--- src/common/scc_regs.vh ---
// Purpose: register map, field positions and timing counts of the clock source control
// Assumes: AXI4-Lite byte addresses are four times the register index
// Notes: one-time option straps select between the two warm-up lengths
`ifndef SCC_REGS_VH
`define SCC_REGS_VH

`define SCC_IDX_PWR 8'hC4
`define SCC_IDX_STAT 8'hC5
`define SCC_ADDR_PWR 10'h310
`define SCC_ADDR_STAT 10'h314
`define SCC_ADDR_CTRL 10'h318

`define SCC_PWR_XSEL 7
`define SCC_PWR_RCMD 6
`define SCC_PWR_RSRC 5
`define SCC_PWR_SOFF 4
`define SCC_PWR_MOFF 3
`define SCC_STAT_SRDY 7
`define SCC_STAT_MRDY 4

`define SCC_PWR_RESET 8'h40
`define SCC_STAT_RESET 8'h10

`define SCC_MAIN_WARM_SHORT 17'h01000
`define SCC_MAIN_WARM_LONG 17'h10000
`define SCC_SUB_WARM_SHORT 17'h00400
`define SCC_SUB_WARM_LONG 17'h10000

`define SCC_RESP_OKAY 2'b00
`define SCC_RESP_SLVERR 2'b10

`endif

--- src/hdl/scc_clock_ctrl.v ---
// Purpose: system clock source selection and oscillator enables
// Assumes: oscillator clocks arrive as one-cycle tick pulses on aclk
// Notes: mux select is changed only when both sources are idle for a cycle
`timescale 1ns/1ps
`include "scc_regs.vh"

module scc_clock_ctrl (
  // Clock and reset
  input wire aclk,
  input wire aresetn,
  // AXI4-Lite write
  input wire [9:0] s_axi_awaddr,
  input wire s_axi_awvalid,
  output reg s_axi_awready,
  input wire [31:0] s_axi_wdata,
  input wire [3:0] s_axi_wstrb,
  input wire s_axi_wvalid,
  output reg s_axi_wready,
  output reg [1:0] s_axi_bresp,
  output reg s_axi_bvalid,
  input wire s_axi_bready,
  // AXI4-Lite read
  input wire [9:0] s_axi_araddr,
  input wire s_axi_arvalid,
  output reg s_axi_arready,
  output reg [31:0] s_axi_rdata,
  output reg [1:0] s_axi_rresp,
  output reg s_axi_rvalid,
  input wire s_axi_rready,
  // Oscillators, power events and warm-up option straps
  input wire main_osc_tick,
  input wire sub_osc_tick,
  input wire pd_exit,
  input wire opt_main_long,
  input wire opt_sub_long,
  // Clock control outputs
  output reg main_osc_en_q,
  output reg sub_osc_en_q,
  output reg sel_crystal_q,
  output reg sel_rc_q,
  output reg cpu_stall_q
);

  localparam ST_RC = 4'b0001;
  localparam ST_TO_XT = 4'b0010;
  localparam ST_XT = 4'b0100;
  localparam ST_TO_RC = 4'b1000;

  reg [3:0] st_q;
  reg [3:0] st_d;
  reg xsel_q;
  reg rsrc_q;
  reg soff_q;
  reg moff_q;
  reg aw_hold_q;
  reg w_hold_q;
  reg [9:0] awaddr_q;
  reg [7:0] wdata_q;
  reg wlane_q;
  reg pd_stall_q;
  wire main_rdy;
  wire sub_rdy;
  wire main_restart;
  wire rc_mode;
  wire wr_go;
  wire [7:0] pwr_rd;
  wire [7:0] stat_rd;

  function is_mapped;
    input [9:0] a;
    begin
      is_mapped = (a == `SCC_ADDR_PWR) || (a == `SCC_ADDR_STAT);
    end
  endfunction

  // Main restart on enable or power-down exit, counted on its own ticks
  assign main_restart = pd_exit || (wr_go && awaddr_q == `SCC_ADDR_PWR && wlane_q &&
                        moff_q && !wdata_q[`SCC_PWR_MOFF]);

  scc_warmup u_main_warm (
    .aclk(aclk),
    .aresetn(aresetn),
    .run(!moff_q),
    .restart(main_restart),
    .osc_tick(main_osc_tick),
    .target(opt_main_long ? `SCC_MAIN_WARM_LONG : `SCC_MAIN_WARM_SHORT),
    .ready_at_reset(1'b1),
    .ready_q(main_rdy)
  );

  scc_warmup u_sub_warm (
    .aclk(aclk),
    .aresetn(aresetn),
    .run(!soff_q),
    .restart(1'b0),
    .osc_tick(sub_osc_tick),
    .target(opt_sub_long ? `SCC_SUB_WARM_LONG : `SCC_SUB_WARM_SHORT),
    .ready_at_reset(1'b0),
    .ready_q(sub_rdy)
  );

  assign rc_mode = (st_q != ST_XT);
  assign pwr_rd = {xsel_q, rc_mode, rsrc_q, soff_q, moff_q, 3'b000};
  assign stat_rd = {sub_rdy, 2'b00, main_rdy, 4'h0};
  assign wr_go = aw_hold_q && w_hold_q && !s_axi_bvalid;

  // Write channel: address and data taken in either order
  always @(posedge aclk) begin
    if (!aresetn) begin
      aw_hold_q <= 1'b0;
      w_hold_q <= 1'b0;
      awaddr_q <= 10'h000;
      wdata_q <= 8'h00;
      wlane_q <= 1'b0;
      s_axi_awready <= 1'b0;
      s_axi_wready <= 1'b0;
      s_axi_bvalid <= 1'b0;
      s_axi_bresp <= `SCC_RESP_OKAY;
    end else begin
      s_axi_awready <= !aw_hold_q && !s_axi_awready && !s_axi_bvalid;
      s_axi_wready <= !w_hold_q && !s_axi_wready && !s_axi_bvalid;
      if (s_axi_awvalid && s_axi_awready) begin
        aw_hold_q <= 1'b1;
        awaddr_q <= {s_axi_awaddr[9:2], 2'b00};
        s_axi_awready <= 1'b0;
      end
      if (s_axi_wvalid && s_axi_wready) begin
        w_hold_q <= 1'b1;
        wdata_q <= s_axi_wdata[7:0];
        wlane_q <= s_axi_wstrb[0];
        s_axi_wready <= 1'b0;
      end
      if (wr_go) begin
        aw_hold_q <= 1'b0;
        w_hold_q <= 1'b0;
        s_axi_bvalid <= 1'b1;
        s_axi_bresp <= is_mapped(awaddr_q) ? `SCC_RESP_OKAY : `SCC_RESP_SLVERR;
      end else if (s_axi_bvalid && s_axi_bready) begin
        s_axi_bvalid <= 1'b0;
      end
    end
  end

  // Power management bits
  always @(posedge aclk) begin
    if (!aresetn) begin
      xsel_q <= 1'b0;
      rsrc_q <= 1'b0;
      soff_q <= 1'b0;
      moff_q <= 1'b0;
    end else if (wr_go && wlane_q && awaddr_q == `SCC_ADDR_PWR) begin
      rsrc_q <= wdata_q[`SCC_PWR_RSRC];
      soff_q <= wdata_q[`SCC_PWR_SOFF];
      if (!wdata_q[`SCC_PWR_XSEL])
        xsel_q <= 1'b0;
      else if (main_rdy && !moff_q)
        xsel_q <= 1'b1;
      if (!wdata_q[`SCC_PWR_MOFF])
        moff_q <= 1'b0;
      else if (st_q == ST_RC && !xsel_q)
        moff_q <= 1'b1;
    end
  end

  // Source switch: break before make so the mux never glitches
  always @* begin
    st_d = st_q;
    case (st_q)
      ST_RC: if (xsel_q && main_rdy && !pd_stall_q) st_d = ST_TO_XT;
      ST_TO_XT: st_d = ST_XT;
      ST_XT: if (!xsel_q || pd_exit) st_d = ST_TO_RC;
      ST_TO_RC: st_d = ST_RC;
      default: st_d = ST_RC;
    endcase
  end

  always @(posedge aclk) begin
    if (!aresetn) begin
      st_q <= ST_RC;
      sel_crystal_q <= 1'b0;
      sel_rc_q <= 1'b1;
      pd_stall_q <= 1'b0;
      cpu_stall_q <= 1'b0;
      main_osc_en_q <= 1'b1;
      sub_osc_en_q <= 1'b1;
    end else begin
      st_q <= st_d;
      sel_crystal_q <= (st_d == ST_XT);
      sel_rc_q <= (st_d == ST_RC);
      main_osc_en_q <= !moff_q;
      sub_osc_en_q <= !soff_q;
      if (pd_exit)
        pd_stall_q <= !rsrc_q && xsel_q;
      else if (main_rdy)
        pd_stall_q <= 1'b0;
      cpu_stall_q <= pd_exit ? (!rsrc_q && xsel_q) : (pd_stall_q && !main_rdy);
    end
  end

  // Read channel
  always @(posedge aclk) begin
    if (!aresetn) begin
      s_axi_arready <= 1'b0;
      s_axi_rvalid <= 1'b0;
      s_axi_rdata <= 32'h00000000;
      s_axi_rresp <= `SCC_RESP_OKAY;
    end else begin
      s_axi_arready <= !s_axi_rvalid && !s_axi_arready;
      if (s_axi_arvalid && s_axi_arready) begin
        s_axi_arready <= 1'b0;
        s_axi_rvalid <= 1'b1;
        s_axi_rresp <= `SCC_RESP_OKAY;
        if ({s_axi_araddr[9:2], 2'b00} == `SCC_ADDR_PWR)
          s_axi_rdata <= {24'h000000, pwr_rd};
        else if ({s_axi_araddr[9:2], 2'b00} == `SCC_ADDR_STAT)
          s_axi_rdata <= {24'h000000, stat_rd};
        else begin
          s_axi_rdata <= 32'h00000000;
          s_axi_rresp <= `SCC_RESP_SLVERR;
        end
      end else if (s_axi_rvalid && s_axi_rready) begin
        s_axi_rvalid <= 1'b0;
      end
    end
  end

endmodule // scc_clock_ctrl

--- src/hdl/scc_warmup.v ---
// Purpose: warm-up counter for one oscillator
// Assumes: osc_tick is a one-cycle pulse per oscillator clock, synchronous to aclk
// Notes: restart clears the count and the ready flag at once
`timescale 1ns/1ps
`include "scc_regs.vh"

module scc_warmup (
  // Clock and reset
  input wire aclk,
  input wire aresetn,
  // Control
  input wire run,
  input wire restart,
  input wire osc_tick,
  input wire [16:0] target,
  input wire ready_at_reset,
  // Status
  output reg ready_q
);

  reg [16:0] cnt_q;

  always @(posedge aclk) begin
    if (!aresetn) begin
      cnt_q <= 17'h00000;
      ready_q <= 1'b0;
      if (ready_at_reset)
        ready_q <= 1'b1;
    end else if (restart || !run) begin
      cnt_q <= 17'h00000;
      ready_q <= 1'b0;
    end else if (!ready_q && osc_tick) begin
      if (cnt_q == target - 17'h00001)
        ready_q <= 1'b1;
      cnt_q <= cnt_q + 17'h00001;
    end
  end

endmodule // scc_warmup

--- config.mk ---
export PLATFORM = sky130hd
export DESIGN_NAME = scc_clock_ctrl
export DESIGN_NICKNAME = d
export VERILOG_FILES = /design/src/hdl/scc_clock_ctrl.v /design/src/hdl/scc_warmup.v
export VERILOG_INCLUDE_DIRS = /design/src /design/src/common
export SDC_FILE = /design/constraint.sdc
export NUM_CORES = 1
export LEC_CHECK = 0
export BUFFER_PORTS_ARGS = -buffer_cell sky130_fd_sc_hd__buf_4
export CAP_MARGIN = 15
export CORE_MARGIN = 3
export CORE_UTILIZATION = 50
export DETAILED_ROUTE_END_ITERATION = 7
export PLACE_DENSITY_LB_ADDON = 0.2
export SLEW_MARGIN = 10
export SYNTH_ARGS = -nofsm -noshare
export SYNTH_HDL_FRONTEND = slang
export SYNTH_SLANG_ARGS = --single-unit
--- constraint.sdc ---
create_clock -name aclk -period 3.3 [get_ports aclk]
set_clock_uncertainty 0.1 [all_clocks]
set_input_delay 0.33 -clock aclk [delete_from_list [all_inputs] [get_ports aclk]]
set_output_delay 0.33 -clock aclk [all_outputs]
set_load 0.1 [all_outputs]
==> metrics.txt <==
status finished clean; CTS tree yes; postcts setup bufs 0; PD cells 538 nW/um2; R2R Setup Slk 1.14 ns; type of origin of the critical path flip-flop; first-pass GRT wire length 10.4 mm; number of diodes 0; initial cell density of the core 52.4%; cells resized by post-CTS repair 0; critical path's largest stage delay 0.66 ns; Post-synth EDFFs 0; Hold Buf Count CTS 0; CTS Sinks 77; Avg Inst Size Synth 8.84 um2; Max Fclk 0.462 GHz; global route overflow 0; nets@finish 502; Main synth FF type dfxtp_1; Worst R2R End u_sub_warm.cnt_q[14]; post-synthesis cell area 3390 um2; DR DRC count 0; commonest non-fill, non-tap cell in the layout dfxtp_1; Slew headroom 55.1%; worst hold-check path type in -> reg; Arr. time, crit path 2.33 ns; Final setup viols 0; chip width 88.3 um; Vias 2,638; Clock transition at path regs 0.08 ns; Critical-path top delay cell or4_1; FFs w/ async S/R, synth 0%; CP startpoint u_sub_warm.cnt_q[0]; CP Data Required Time 3.47 ns; Routed Antenna Nets 0; FF-to-FF Start u_sub_warm.cnt_q[0]; # fillers 571; GRT Util Overall 17.0%; DR vias/cell 5.13; layout cell share with drive strength beyond 1 16.0%; largest net degree at the start of global routing 41; CP Max Fanout 8; area of the multi-input gates 1660 um2; FP Rows 29; # Max-Cap Violations 0; placed wire-length estimate 4.60 mm; Worst VDD drop 0.317 mV; DRT Pass-1 Iters 4; final core utilization 61.2%; final hold viol count 0; Tightest Pin Transition 0.672 ns; Lkg Pwr 1.52 nW; Root Driver clkbuf_8; CTS H-tree depth 3; RSZ-0062 raised after global routing no; CP endpoint kind flip-flop; Routed WL per cell 12.6 um; Mapped Cells 383; initial antenna violation count 0; worst-path cell chain ha_1 -> nand3b_1 -> or4_1 -> or3_1 -> a21oi_1; sequential fraction of the synthesis area 45.5%; vias in the first global route 2,373; critical path endpoint u_sub_warm.cnt_q[14]; I/O pins 114; # port buffers 49; Setup TNS 0 ns; FF+latch area 1540 um2; worst r2r path cells 5; Final GP Congestion 0.784; 1st-iter DRT viols 128; register bit total from synthesis 77; Worst Hold Slack 0.134 ns; Yosys cell types 43; layout overhead on the synthesized area 16.6%; Crit Path Category reg -> reg; most frequent cells in the layout 77 x dfxtp_1, 50 x buf_4, 44 x nand2_1, 29 x conb_1, 26 x nor2_1; Synthesis Warnings 0; die height 88.3 um; CTS Buffer Depth 2; WL final 6.47 mm; Die ar. 7800 um2; worst skew pair latency 0.34 ns; Slew Limit Fails 0; Final min period 2.16 ns; Core Region 6460 um2; cts bufs inserted 9; period utilization 65.5%
==> report_power, final <==
part           internal, mW  switching (mW)
clock network         0.526           0.343
logic                0.0560           0.233
registers             0.948          0.0174
total                  1.53           0.593
==> metrics by stage <==
step	power (mW)	setup slack [ns]	cell area, um2	std cells
CTS	2.14	1.14	3950	514
global placement	1.27	1.24	3700	498
detailed placement	1.28	1.22	3700	498
floorplan	1.25	0.974	3490	411
global route	2.20	1.04	3950	514
finish	2.12	1.14	3950	514
==> layer usage <==
metal  share of wire, %  global-route usage [%]  vias to the layer above
met5                  0                       0                        -
met4                1.4                    5.36                        0
met3                5.3                    6.52                       10
met2                 46                    27.5                       56
met1                 47                    21.0                     1200
li1                   -                       -                     1372
==> critical path: cells and delay by family (launching register included) <==
kind | cells | cell delay (ns)
adders and majority gates | 1 | 0.21
AOI/OAI and AO/OA | 1 | 0.13
and+or+nand+nor | 3 | 1.23
DFF | 1 | 0.42
==> cell type report <==
cell class              count  share of cell area, %
multi-input cells         286                   42.0
clock buffers              11                   3.58
well taps                  77                   2.44
inverters                   8                  0.760
flip-flops and latches     77                   39.0
clock inverters             5                   2.69
repair buffers             50                   9.50
==> cell usage after synthesis, drive strengths merged, types with 3 or more instances <==
library cell   n  area [um2]
a21boi        17         128
nor2          26        97.6
nor2b         10        62.6
xor2          12         105
buf           31         228
or3           11        68.8
xnor2          9        78.8
nand3         13        70.1
and3           3        18.8
dfxtp         77        1540
or4            5        37.5
and4           4        35.0
mux2i          5        50.1
nand2b         8        50.1
and2           7        43.8
a21oi         16        80.1
nand3b         3        22.5
nand4         12        75.1
o21ai         14        70.1
nand2         44         165
clkbuf         9        33.8
inv            8        30.0
nor3          10        50.1
nor3b          4        30.0
nor4           3        18.8
==> kinds of logic (layout without fill, tap and decap cells) <==
family	count (synthesis)	after routing	synth area share, %
AND/OR/NAND/NOR	170	170	26.9
flip-flops	77	77	45.5
AO/OA/AOI/OAI	59	59	11.2
buffers and inverters	48	74	8.61
XOR/XNOR	21	21	5.43
multiplexers	5	5	1.48
adder cells (fa/ha/maj)	2	2	0.739
other	1	29	0.111
==> flip-flops by register name, indices dropped and copies added (netlist names), 4 cells and up <==
signal and flops:
wdata_q 4, s_axi_rdata 5, u_main_warm.cnt_q 17, u_sub_warm.cnt_q 17, awaddr_q 8, st_q 4
==> how the worst min path moves through the flow <==
stage	end	cells after the start	startpoint	slack (ns)
finish	awaddr_q[3]	3	s_axi_awaddr[3]	0.13
global route	awaddr_q[4]	3	s_axi_awaddr[4]	0.13
CTS	awaddr_q[5]	3	s_axi_awaddr[5]	0.12
detailed placement	st_q[1]	1	pd_stall_q	0.34
global placement	st_q[1]	1	pd_stall_q	0.34
floorplan	sub_osc_en_q	1	soff_q	0.29
Power figures use the tool's default switching activity.
